[src/hdl/sti_defs.vh]
// constants for the skip-test instruction decoder
// Overview of operation
// - Word 10'b1010000111 is the skip on the conversion done flag.
// - Enable bit clear and done flag set make that skip skip the next word.
// - A skip taken by it clears the done flag unless the converter sets it in that cycle; a clear flag runs the next.
// - With the enable bit set that skip is a no-op that keeps the flag.
// - The enable bit is bit 2 of the second interrupt control register.
// - Word 10'b0000111010 is the skip on the ext0 interrupt pin level.
// - Polarity bit clear: the pin skip skips when the pin is low.
// - Polarity bit set: the pin skip skips when high, runs when low.
`ifndef STI_DEFS_VH
`define STI_DEFS_VH
`define STI_OP_SKIP_CONV 10'h287
`define STI_OP_SKIP_EXT0 10'h03a
`define STI_CONV_IRQ_EN_BIT 2
`define STI_EXT0_POL_BIT 2
`endif

[src/hdl/sti_skip_decode.v]
// skip-test instruction decoder and executor
`timescale 1ns/1ps
`default_nettype none
`include "sti_defs.vh"
module sti_skip_decode (
	// clock and reset
	input wire clk_sys,
	input wire nrst,
	// instruction stream, one word per machine cycle
	input wire instr_valid,
	input wire [9:0] instr_word,
	// core state consulted by the skips
	input wire [3:0] interrupt_control_reg_two,
	input wire [3:0] ext0_control_reg,
	input wire ext0_interrupt_pin,
	input wire conversion_done_set,
	// results
	output reg conversion_done_flag,
	output reg skip_next,
	output reg slot_squash,
	output reg decode_hit
);

	// kinds of word this block recognises
	localparam KIND_NONE = 2'b00;
	localparam KIND_CONV = 2'b01;
	localparam KIND_EXT0 = 2'b10;

	// control bits consulted by the two skips
	wire conversion_irq_enable_bit;
	wire ext0_polarity_bit;

	// slot qualification
	wire live;

	// decoded kind of the word in this slot
	reg [1:0] kind;

	// one-hot views of the decoded kind
	wire is_conv;
	wire is_ext0;

	// condition terms of the conversion skip
	wire conv_cond;
	wire conv_skip;

	// condition terms of the pin skip
	wire ext0_level_match;
	wire ext0_skip;

	// either skip taken in this slot
	wire any_skip;

	// a skip owed to the next valid word
	reg skip_pend_r;

	// next value of the owed skip
	reg skip_pend_nxt;

	// next value of the done flag
	reg flag_nxt;

	// next values of the result pulses
	reg skip_next_nxt;
	reg slot_squash_nxt;
	reg decode_hit_nxt;

	// enable bit consulted by the conversion skip
	assign conversion_irq_enable_bit =
		interrupt_control_reg_two[`STI_CONV_IRQ_EN_BIT];

	// polarity bit consulted by the pin skip
	assign ext0_polarity_bit =
		ext0_control_reg[`STI_EXT0_POL_BIT];

	// a word in a skipped slot decodes to nothing
	assign live = instr_valid & ~skip_pend_r;

	// opcode decode, only for a live slot
	always @* begin
		kind = KIND_NONE;
		if (live) begin
			case (instr_word)
				`STI_OP_SKIP_CONV: begin
					kind = KIND_CONV;
				end
				`STI_OP_SKIP_EXT0: begin
					kind = KIND_EXT0;
				end
				default: begin
					kind = KIND_NONE;
				end
			endcase
		end
	end

	// split the kind into two strobes
	assign is_conv = (kind == KIND_CONV);
	assign is_ext0 = (kind == KIND_EXT0);

	// skip needs the enable clear and the flag set
	assign conv_cond = ~conversion_irq_enable_bit
		& conversion_done_flag;

	// enable set makes the conversion skip a no-op
	assign conv_skip = is_conv & conv_cond;

	// pin level against the level chosen by polarity
	assign ext0_level_match = ext0_polarity_bit ?
		ext0_interrupt_pin : ~ext0_interrupt_pin;

	// pin skip taken on a level match
	assign ext0_skip = is_ext0 & ext0_level_match;

	// any skip owes the next word a squash
	assign any_skip = conv_skip | ext0_skip;

	// flag next value: a set from the converter wins
	always @* begin
		flag_nxt = conversion_done_flag;
		if (conversion_done_set) begin
			flag_nxt = 1'b1;
		end else if (conv_skip) begin
			flag_nxt = 1'b0;
		end
	end

	// owed skip survives cycles with no word
	always @* begin
		skip_pend_nxt = skip_pend_r;
		if (any_skip) begin
			skip_pend_nxt = 1'b1;
		end else if (instr_valid) begin
			skip_pend_nxt = 1'b0;
		end
	end

	// skip pulse for the word just taken
	always @* begin
		skip_next_nxt = any_skip;
	end

	// squash pulse for a word in an owed slot
	always @* begin
		slot_squash_nxt = instr_valid & skip_pend_r;
	end

	// hit pulse for a live skip word of either kind
	always @* begin
		decode_hit_nxt = is_conv | is_ext0;
	end

	// done flag register
	always @(posedge clk_sys or negedge nrst) begin
		if (!nrst) begin
			conversion_done_flag <= 1'b0;
		end else begin
			conversion_done_flag <= flag_nxt;
		end
	end

	// owed skip register
	always @(posedge clk_sys or negedge nrst) begin
		if (!nrst) begin
			skip_pend_r <= 1'b0;
		end else begin
			skip_pend_r <= skip_pend_nxt;
		end
	end

	// skip pulse register
	always @(posedge clk_sys or negedge nrst) begin
		if (!nrst) begin
			skip_next <= 1'b0;
		end else begin
			skip_next <= skip_next_nxt;
		end
	end

	// squash pulse register
	always @(posedge clk_sys or negedge nrst) begin
		if (!nrst) begin
			slot_squash <= 1'b0;
		end else begin
			slot_squash <= slot_squash_nxt;
		end
	end

	// hit pulse register
	always @(posedge clk_sys or negedge nrst) begin
		if (!nrst) begin
			decode_hit <= 1'b0;
		end else begin
			decode_hit <= decode_hit_nxt;
		end
	end

	// outputs all leave from the registers above
	// so the core sees them one edge after the word
	// and never through a combinational path

endmodule // sti_skip_decode
`default_nettype wire

[config.mk]
export PLATFORM = sky130hd
export DESIGN_NAME = sti_skip_decode
export DESIGN_NICKNAME = d
export VERILOG_FILES = /design/src/hdl/sti_skip_decode.v
export VERILOG_INCLUDE_DIRS = /design/src /design/src/hdl
export SDC_FILE = /design/constraint.sdc
export NUM_CORES = 1
export LEC_CHECK = 0
export ABC_AREA = 1
export BUFFER_PORTS_ARGS = -buffer_cell sky130_fd_sc_hd__buf_2
export CAP_MARGIN = 20
export CORE_AREA = 2 2 39 41
export DETAILED_ROUTE_END_ITERATION = 8
export DIE_AREA = 0 0 41 43
export HOLD_SLACK_MARGIN = 0.08
export PLACE_DENSITY = 0.56
export SKIP_LAST_GASP = 1
export SYNTH_ARGS = -nofsm -noshare
export SYNTH_HDL_FRONTEND = slang
export SYNTH_SLANG_ARGS = --single-unit
[constraint.sdc]
create_clock -name clk_sys -period 3.1 [get_ports clk_sys]
set_input_delay 0.93 -clock clk_sys [delete_from_list [all_inputs] [get_ports clk_sys]]
set_output_delay 0.93 -clock clk_sys [all_outputs]
set_load 0.005 [all_outputs]
==> impl_metrics.csv, run 1 <==
group,metric,value,unit
critical_path,critical_path.max_stage_delay,0.38,ns
floorplanning,rows,14,
critical_path,r2r-start,"skip_pend_r",
logic_synthesis,synth_commonest_cells,"16 x inv_1, 13 x nand2_1, 11 x nor2_1",
timing,min_period_over_period,54.3,%
timing,final-hold-violation-count,0,
critical_path,cp.depth,1,
drt,route.vias.total,404,
placement,place_hpwl,638,um
floorplanning,die_area,0.00176,mm2
drt,wl_per_cell,6.82,um
clock_network,clk_lat_worst_skew,0.24,ns
critical_path,setup.worst_path.class,"flip-flop to output port",
clock_network,ctsHtreeMaxLevel,1,
hold_path,min_from,"skip_pend_r",
grt,gr_met1_demand_resource,8.97,%
logic_synthesis,post_synth_instance_area,370,um2
cells_and_area,layout-drive-gt1-share,32.5,%
drt,drtIter0Drc,1,
grt,global_route_wire_length_before_repair,1210,um
timing,relSlewSlack,91.2,%
critical_path,cp_data_required_time,2.17,ns
grt,global_route.usage.met3,0,%
floorplanning,die_x,41,um
logic_synthesis,synthesis.instances,59,
critical_path,regToRegSetupSlack,1.87,ns
drt,finalWirelength,675,um
grt,grt_start_max_net_pins,6,
clock_network,clk_path_buf_depth,2,
hold_path,min-delay-path-class,"flip-flop to flip-flop",
grt,first_global_vias,388,
timing,finalMaxSlewViolations,0,
cells_and_area,nets,109,
logic_synthesis,synth_enable_flop_cells,0,
power,power_density,316,mW/mm2
clock_network,cts_made_buffers,3,
cells_and_area,area_growth,39.5,%
clock_network,cts_repair_resize_count,0,
clock_network,post_cts_setup_buffer_count,0,
power,p_leak,0.330,nW
logic_synthesis,yosys.cell_count.top_type,"inv_1",
grt,grt_max_usage_layer,"met2",
drt,number_of_iterations_in_the_first_detailed_routing_pass,2,
power,ir_drop,0.0884,mV
logic_synthesis,synthDistinctLibCells,11,
logic_synthesis,synth_top_cell_area_share,33.8,%
grt,grt_remaining_overflow,0,
logic_synthesis,postSynthAreaPerCell,6.28,um2
grt,use_met2,17.5,%
drt,post-route-drc-count,0,
critical_path,crit_path_cell_trace,"buf_2",
timing,maxClockFrequency,0.594,GHz
logic_synthesis,netlist.top_cell.by_area,"dfrtp_1",
floorplanning,io_pins,27,
cells_and_area,non_filler_instance_count_after_layout,99,
hold_path,hold_depth,2,
grt,antenna_found_initial,0,
placement,globalplace.congestion,0.640,
critical_path,critical_path.top_delay_family,"flip-flops",
logic_synthesis,synth_seq_cells,5,
logic_synthesis,ys_top_cells_by_area,"dfrtp_1 34%, inv_1 16%, nand2_1 13%, nor2_1 11%, nand3_1 8.1%",
timing,grt_setup_unrepaired,"no",
placement,dpl_worst_slack,1.18,ns
placement,placed_cell_area,490,um2
logic_synthesis,synth_sequential_area_ratio,33.8,%
critical_path,worstSetupEndpointType,"output port",
outcome,run_status,"completed",
critical_path,r2r_cells,9,
job,maximum_capacitance_violations,0,
cells_and_area,diodes,0,
clock_network,clock-root-buffer,"clkbuf_4",
logic_synthesis,synthArstFlopShare,100,%
logic_synthesis,postSynthNetCount,84,
clock_network,cts.clk_slew.worst_paths,0.04,ns
timing,worstMarginPinSlew,0.131,ns
critical_path,cp.buffers_inverters,1,
critical_path,worst_ep_arrival_time,0.75,ns
placement,port_buffers,20,
timing,clock-skew-final,0.000964,ns
drt,via_per_inst,4.08,
timing,final-setup-viol-count,0,
timing,fin_crit_period,1.68,ns
critical_path,cp_max_stage_cell,"dfrtp_1",
floorplanning,initial_core_util,26.8,%
clock_network,tritoncts_num_sinks,5,
logic_synthesis,postSynth.topFlopCell,"dfrtp_1",
logic_synthesis,yosysWarningCount,0,
floorplanning,core_region_area,0.00138,mm2
timing,worst_slack,1.42,ns
drt,final_antenna_net_count,0,
floorplanning,die_height,43,um
hold_path,holdPathEnd,"slot_squash",
clock_network,cts_tree,"built",
clock_network,cts_hold_buf,0,
critical_path,critical_path.max_fanout,3,
critical_path,timing.critical_path.from_type,"flip-flop",
critical_path,capture_instance_of_the_worst_register_to_register_path,"conversion_done_flag",
grt,grt_util_all_layers,10.5,%
placement,post-place-cells,95,
cells_and_area,final_design_area_no_fill,517,um2
timing,fin_setup_tns,0,ns
-- cell families after synthesis --
kind of cell,synth area share [%]
simple gates,42.2
buf+inv,17.2
flops,33.8
fa+ha+maj,6.76
-- state kept, by name, indices dropped and copies added, names as in the netlist --
name	flops
slot_squash	1
conversion_done_flag	1
skip_next	1
decode_hit	1
skip_pend_r	1
-- layout by cell type (no fill, tap or decap) --
master,instances
inv_1,16
nand3_2,1
nand3_1,6
nor2_2,2
inv_2,1
clkbuf_4,3
buf_2,20
nand2_1,13
nor2_1,11
clkbuf_1,1
dfrtp_1,5
or2_0,1
ha_1,2
nand3b_1,1
-- cell type report --
type / count / area (um2)
Fill cell: 164 / 867
Sequential cell: 5 / 125
Tap cell: 16 / 20.0
Multi-Input combinational cell: 37 / 181
Inverter: 17 / 63.8
Clock buffer: 4 / 26.3
Timing Repair Buffer: 20 / 100
-- worst register-to-register path, delay by kind of cell (launching register included) --
family | cells | cell delay (ns)
adder cells (fa/ha/maj) | 1 | 0.15
AND/OR/NAND/NOR | 6 | 0.46
buffers and inverters | 2 | 0.14
flip-flops | 1 | 0.37
-- power breakdown --
part,internal (W),switching (W)
Clock,0.0000485,0.0000249
Sequential,0.0000656,0.0000000188
Combinational,0.0000116,0.0000127
Total,0.000126,0.0000376
-- routing by layer --
layer | vias to the layer above | part of all wire [%]
li1 | 217 | -
met1 | 168 | 34
met2 | 15 | 55
met3 | 4 | 5.0
met4 | 0 | 5.3
met5 | - | 0
-- per-stage QoR --
| stage | util [%] | total power (W) | hold WS [ns] |
|---|---|---|---|
| final | 37.3 | 0.000163 | 0.472 |
| after global routing | 37.3 | 0.000173 | 0.494 |
| after CTS | 37.3 | 0.000168 | 0.482 |
| after detailed placement | 35.4 | 0.0000914 | 0.471 |
| after global placement | 35.4 | 0.0000905 | 0.455 |
| after floorplan | - | 0.0000770 | 0.431 |
-- how the worst max path moves through the flow --
stage	startpoint	endpoint	slack, ns
floorplan	instr_word[5]	skip_pend_r	1.40
global placement	instr_word[0]	skip_pend_r	1.18
detailed placement	instr_word[4]	conversion_done_flag	1.18
CTS	conversion_done_flag	conversion_done_flag	1.40
global route	instr_word[0]	conversion_done_flag	1.30
finish	conversion_done_flag	conversion_done_flag	1.42
No activity file was read; power rests on OpenSTA's default activity.
==> run 2, diff against run 1 <==
- PLACE_DENSITY: 0.56 -> 0.58
- clock period: 3.1 -> 1.4 ns (I/O delays scaled with it)
==> run 2 against run 1 <==
  * First-iteration DRC count rose to 10 times the previous value
  * Non-clock buffer count rose by 1
  * Clock skew rose by 0.0058 ns
  * Die area did not move
  * Sequential power rose by 120%
  * Power rose by 120%
  * Worst setup slack got worse by 1.3 ns
  * Critical path depth rose by 8
  * Clock-buffer cell count did not move
  * Via count rose by 1.5%
  * Routed wire length rose by 9.9%
  * Largest cell class unchanged
  * Register-to-register slack got worse by 1.7 ns
==> impl_metrics.csv, run 2 (synthesis gave the netlist of run 1 again) <==
group,metric,value,unit
critical_path,critical_path.max_fanout,3,
cells_and_area,non_filler_instance_count_after_layout,100,
critical_path,critical_path.max_stage_delay,0.37,ns
grt,grt_remaining_overflow,0,
grt,grt_start_max_net_pins,6,
timing,fin_setup_tns,0,ns
outcome,run_status,"completed",
clock_network,tritoncts_num_sinks,5,
hold_path,min-delay-path-class,"primary input to flip-flop",
critical_path,cp_max_stage_cell,"dfrtp_1",
critical_path,worstSetupEndpointType,"flip-flop",
clock_network,clk_path_buf_depth,2,
timing,relSlewSlack,89.3,%
placement,globalplace.congestion,0.707,
floorplanning,die_x,41,um
floorplanning,core_region_area,0.00138,mm2
critical_path,cp_common_cell,"nand2_1",
placement,post-place-cells,95,
floorplanning,die_area,0.00176,mm2
cells_and_area,diodes,0,
timing,worstMarginPinSlew,0.160,ns
clock_network,clk_lat_worst_skew,0.24,ns
timing,grt_setup_unrepaired,"no",
timing,min_period_over_period,88.3,%
clock_network,post_cts_setup_buffer_count,0,
clock_network,ctsHtreeMaxLevel,1,
timing,clock-skew-final,0.00674,ns
floorplanning,initial_core_util,26.8,%
clock_network,cts_repair_resize_count,0,
grt,grt_util_all_layers,10.2,%
floorplanning,rows,14,
power,power.total,0.000368,W
timing,final-hold-violation-count,0,
grt,global_route_wire_length_before_repair,1220,um
cells_and_area,layout-drive-gt1-share,32.1,%
cells_and_area,post-route-util,38.1,%
cells_and_area,final_cell_mix,"20 x buf_2, 16 x inv_1, 13 x nand2_1",
floorplanning,die_height,43,um
placement,port_buffers,20,
power,power_density,698,mW/mm2
drt,post-route-drc-count,0,
clock_network,cts_tree,"built",
power,p_leak,0.334,nW
placement,place_hpwl,648,um
power,ir_drop,0.174,mV
cells_and_area,area_growth,42.2,%
drt,drtIter0Drc,10,
critical_path,worst_ep_arrival_time,1.37,ns
cells_and_area,fill_cells,159,
timing,maxClockFrequency,0.809,GHz
drt,finalWirelength,742,um
drt,via_per_inst,4.10,
job,maximum_capacitance_violations,0,
timing,fin_crit_period,1.24,ns
critical_path,crit_path_cell_trace,"inv_1 > nand3_2 > inv_2 > nand2_1 > nor2_1 > ha_1 > nand3b_1 > nand2_1 > nand2_1",
drt,number_of_iterations_in_the_first_detailed_routing_pass,4,
clock_network,cts_made_buffers,3,
grt,antenna_found_initial,0,
floorplanning,io_pins,27,
drt,wl_per_cell,7.42,um
clock_network,cts_hold_buf,1,
critical_path,setup.worst_path.class,"flip-flop to flip-flop",
critical_path,timing.critical_path.from_type,"flip-flop",
grt,first_global_vias,358,
clock_network,clock-root-buffer,"clkbuf_4",
cells_and_area,nets,110,
cells_and_area,layout_commonest_cell,"buf_2",
critical_path,cp_data_required_time,1.53,ns
timing,final-setup-viol-count,0,
timing,finalMaxSlewViolations,0,
drt,route.vias.total,410,
clock_network,cts.clk_slew.worst_paths,0.05,ns
drt,final_antenna_net_count,0,
## run 2: cell count changes in the layout (fill, tap and decap cells not counted)
| cell | delta |
|---|---|
| dlygate4sd3_1 | +1 |
## run 2: layout make-up
type                       instances  area, um2  share of cell area (%)
clock buffer                       4       26.3                    4.99
inverter                          17       63.8                    12.1
multi-input combinational         37        181                    34.4
sequential                         5        125                    23.8
tap                               16       20.0                    3.80
timing repair buffer              21        110                    20.9
## run 2: metrics by stage
step           hold WS, ns  setup slack (ns)  cell area (um2)
5_1_grt              0.370            0.0348              527
3_3_place_gp         0.240         -0.000887              490
3_5_place_dp         0.240          0.000424              490
4_1_cts              0.356             0.142              527
2_1_floorplan        0.124             0.210              370
6_report             0.359             0.164              527
## run 2: path summary, 6_finish.rpt
check	from	to	slack [ns]	cells past startpoint
hold / removal	conversion_done_set	conversion_done_flag	0.36	3
hold reg to reg	skip_pend_r	slot_squash	0.46	2
min in group asynchronous	nrst	skip_next	0.52	2
max in group asynchronous	nrst	decode_hit	0.75	2
setup reg to reg	skip_pend_r	conversion_done_flag	0.16	9
setup / recovery	skip_pend_r	conversion_done_flag	0.16	9
## run 2: layer usage
layer  global-route usage (%)  wire length [um]  vias to the layer above
li1                         -                 -                      218
met1                     10.3               337                      177
met2                     16.3               341                       15
met3                     3.14                63                        0
met4                     8.00                 0                        0
met5                        0                 0                        -
## run 2: where the power goes
group	internal, W	switching, W	total, W
clock	0.000108	0.0000574	0.000165
combinational	0.0000276	0.0000298	0.0000574
sequential	0.000145	0.0000000468	0.000145
total	0.000280	0.0000873	0.000368
## run 2: critical path, delay by kind of cell, from the launching register on
kind          cells  cell delay [ns]
simple gates      6             0.46
flops             1             0.37
buf+inv           2             0.15
fa+ha+maj         1             0.15
==> run 3, diff against run 2 <==
- ABC_CLOCK_PERIOD_IN_PS: not set -> 1150
- PLACE_DENSITY: 0.58 -> 0.56
- clock period: 1.4 -> 1.15 ns (I/O delays scaled with it)
==> run 3 against run 2 <==
  * The run now ends with negative setup slack left
  * Utilization grew 4.2 points
  * Sequential share of layout area shrank 2.4 points
  * Non-clock buffer count rose by 3
  * Routed wire length is 1.8% lower
  * Critical path depth unchanged
  * Clock skew down 0.0037 ns
  * Worst setup slack worse by 0.27 ns
  * Power increased by 23%
  * Final area increased by 11%
  * Clock-buffer cell count did not move
  * Sequential power is 22% higher
  * Cell count rose by 3.0%
  * Critical path type unchanged
  * Critical endpoint unchanged
==> impl_metrics.csv, run 3 (synthesis gave the netlist of run 1 again) <==
group,metric,value,unit
outcome,run_status,"finished with violations",
outcome,failed_checks,"negative setup slack",
critical_path,capture_instance_of_the_worst_register_to_register_path,"conversion_done_flag",
timing,worstMarginPinSlew,0.150,ns
clock_network,ctsHtreeMaxLevel,1,
critical_path,crit_end,"conversion_done_flag",
cells_and_area,final_cell_mix,"20 x buf_2, 14 x inv_1, 11 x nand2_1",
power,p_leak,0.355,nW
clock_network,clk_path_buf_depth,2,
cells_and_area,area_growth,58.1,%
clock_network,cts.clk_slew.worst_paths,0.04,ns
cells_and_area,final_design_area_no_fill,586,um2
critical_path,crit_path_cell_trace,"inv_2 > nand3_4 > inv_2 > nand2_2 > nor2_2 > ha_2 > nand3b_1 > nand2_1 > nand2_1",
grt,grt_util_all_layers,10.2,%
timing,final-hold-violation-count,0,
placement,globalplace.congestion,0.611,
placement,port_buffers,20,
clock_network,cts_made_buffers,3,
floorplanning,core_region_area,0.00138,mm2
drt,via_per_inst,4.12,
timing,clock-skew-final,0.00302,ns
floorplanning,initial_core_util,26.8,%
timing,maxClockFrequency,0.797,GHz
power,power_density,773,mW/mm2
timing,fin_setup_tns,-0.277,ns
grt,grt_remaining_overflow,0,
timing,worst_slack,-0.105,ns
timing,grt_setup_unrepaired,"yes",
critical_path,critical_path.top_delay_family,"simple AND/OR/NAND/NOR gates",
critical_path,worstSetupEndpointType,"flip-flop",
floorplanning,rows,14,
drt,wl_per_cell,7.08,um
clock_network,tritoncts_num_sinks,5,
critical_path,timing.critical_path.from_type,"flip-flop",
hold_path,min-delay-path-class,"primary input to flip-flop",
cells_and_area,diodes,0,
critical_path,critical_path.max_fanout,3,
power,internal-power,0.000350,W
cells_and_area,nets,113,
power,power.share.clock,42.6,%
critical_path,r2r_cells,9,
placement,placed_cell_area,505,um2
clock_network,clock-root-buffer,"clkbuf_4",
grt,first_global_vias,378,
timing,relSlewSlack,89.9,%
placement,place_hpwl,639,um
clock_network,cts_tree,"built",
clock_network,clk_lat_worst_skew,0.23,ns
cells_and_area,layout_commonest_cell,"buf_2",
timing,final-setup-viol-count,4,
drt,final_antenna_net_count,0,
job,maximum_capacitance_violations,0,
critical_path,regToRegSetupSlack,-0.11,ns
timing,fin_crit_period,1.26,ns
critical_path,critical_path.max_stage_delay,0.38,ns
critical_path,cp-startpoint,"skip_pend_r",
timing,finalMaxSlewViolations,0,
power,pwr-share-comb,18.3,%
floorplanning,die_area,0.00176,mm2
timing,min_period_over_period,109,%
grt,grt_start_max_net_pins,6,
critical_path,cp.buffers_inverters,2,
drt,drtIter0Drc,1,
grt,global_route_wire_length_before_repair,1200,um
critical_path,setup.worst_path.class,"flip-flop to flip-flop",
placement,dpl_worst_slack,-0.193,ns
grt,antenna_found_initial,0,
critical_path,cp.depth,9,
power,switchingPower,0.000103,W
cells_and_area,layout-drive-gt1-share,46.0,%
floorplanning,die_x,41,um
floorplanning,die_height,43,um
power,part_of_the_power_in_registers,39.1,%
drt,number_of_iterations_in_the_first_detailed_routing_pass,2,
power,power.share.switching,22.7,%
power,ir_drop,0.243,mV
critical_path,worst_ep_arrival_time,1.38,ns
drt,route.vias.total,424,
critical_path,cp_max_stage_cell,"dfrtp_1",
floorplanning,io_pins,27,
drt,finalWirelength,729,um
critical_path,r2r-start,"skip_pend_r",
drt,post-route-drc-count,0,
critical_path,cp_data_required_time,1.27,ns
[run 3: worst min-delay path by stage]
stage	from	slack, ns	end	cells past startpoint
6_report	conversion_done_set	0.30	conversion_done_flag	3
5_1_grt	conversion_done_set	0.30	conversion_done_flag	3
4_1_cts	conversion_done_set	0.29	conversion_done_flag	3
3_5_place_dp	nrst	0.16	skip_next	1
3_3_place_gp	nrst	0.16	skip_next	1
2_1_floorplan	nrst	0.05	conversion_done_flag	0
[run 3: layout make-up]
class                   count  area, um2
fillers                   152        798
multi-input cells          37        214
repair buffers             24        136
flip-flops and latches      5        125
inverters                  17       63.8
clock buffers               4       26.3
well taps                  16       20.0
[run 3: worst register-to-register path: stages, from the launching register on]
cell      delay [ns]
dfrtp_1         0.38
inv_2           0.07
nand3_4         0.07
inv_2           0.07
nand2_2         0.05
nor2_2          0.07
ha_2            0.16
nand3b_1        0.13
nand2_1         0.09
nand2_1         0.05
[run 3: per-layer routing]
layer  track usage, %  up-vias  wire length [um]
li1                 -      226                 -
met1             9.29      183               264
met2             17.2       13               407
met3                0        2                35
met4             12.0        0                23
met5                0        -                 0
[run 3: per-stage QoR]
step                      hold WS, ns  util (%)  std cells  total power, W
final                           0.297      42.3        103        0.000453
after global routing            0.300      42.3        103        0.000485
after CTS                       0.294      39.2        102        0.000454
after detailed placement        0.162      36.5         97        0.000251
after global placement          0.162      36.5         97        0.000249
after floorplan                0.0494         -         59        0.000208
[run 3: power by group through the flow]
stage	Combinational, W	Sequential [W]	Clock (W)
floorplan	0.0000282	0.000179	0
global placement	0.0000696	0.000179	0
detailed placement	0.0000718	0.000179	0
CTS	0.0000745	0.000177	0.000203
global route	0.0000952	0.000177	0.000213
finish	0.0000826	0.000177	0.000193
[run 3: repair_timing]
action	CTS	global route
resized for setup	1	11
pin swaps	3	5
setup buffers	0	1
hold buffers	1	0
endpoints found under the setup margin	4	4
endpoints found under the hold margin	5	0
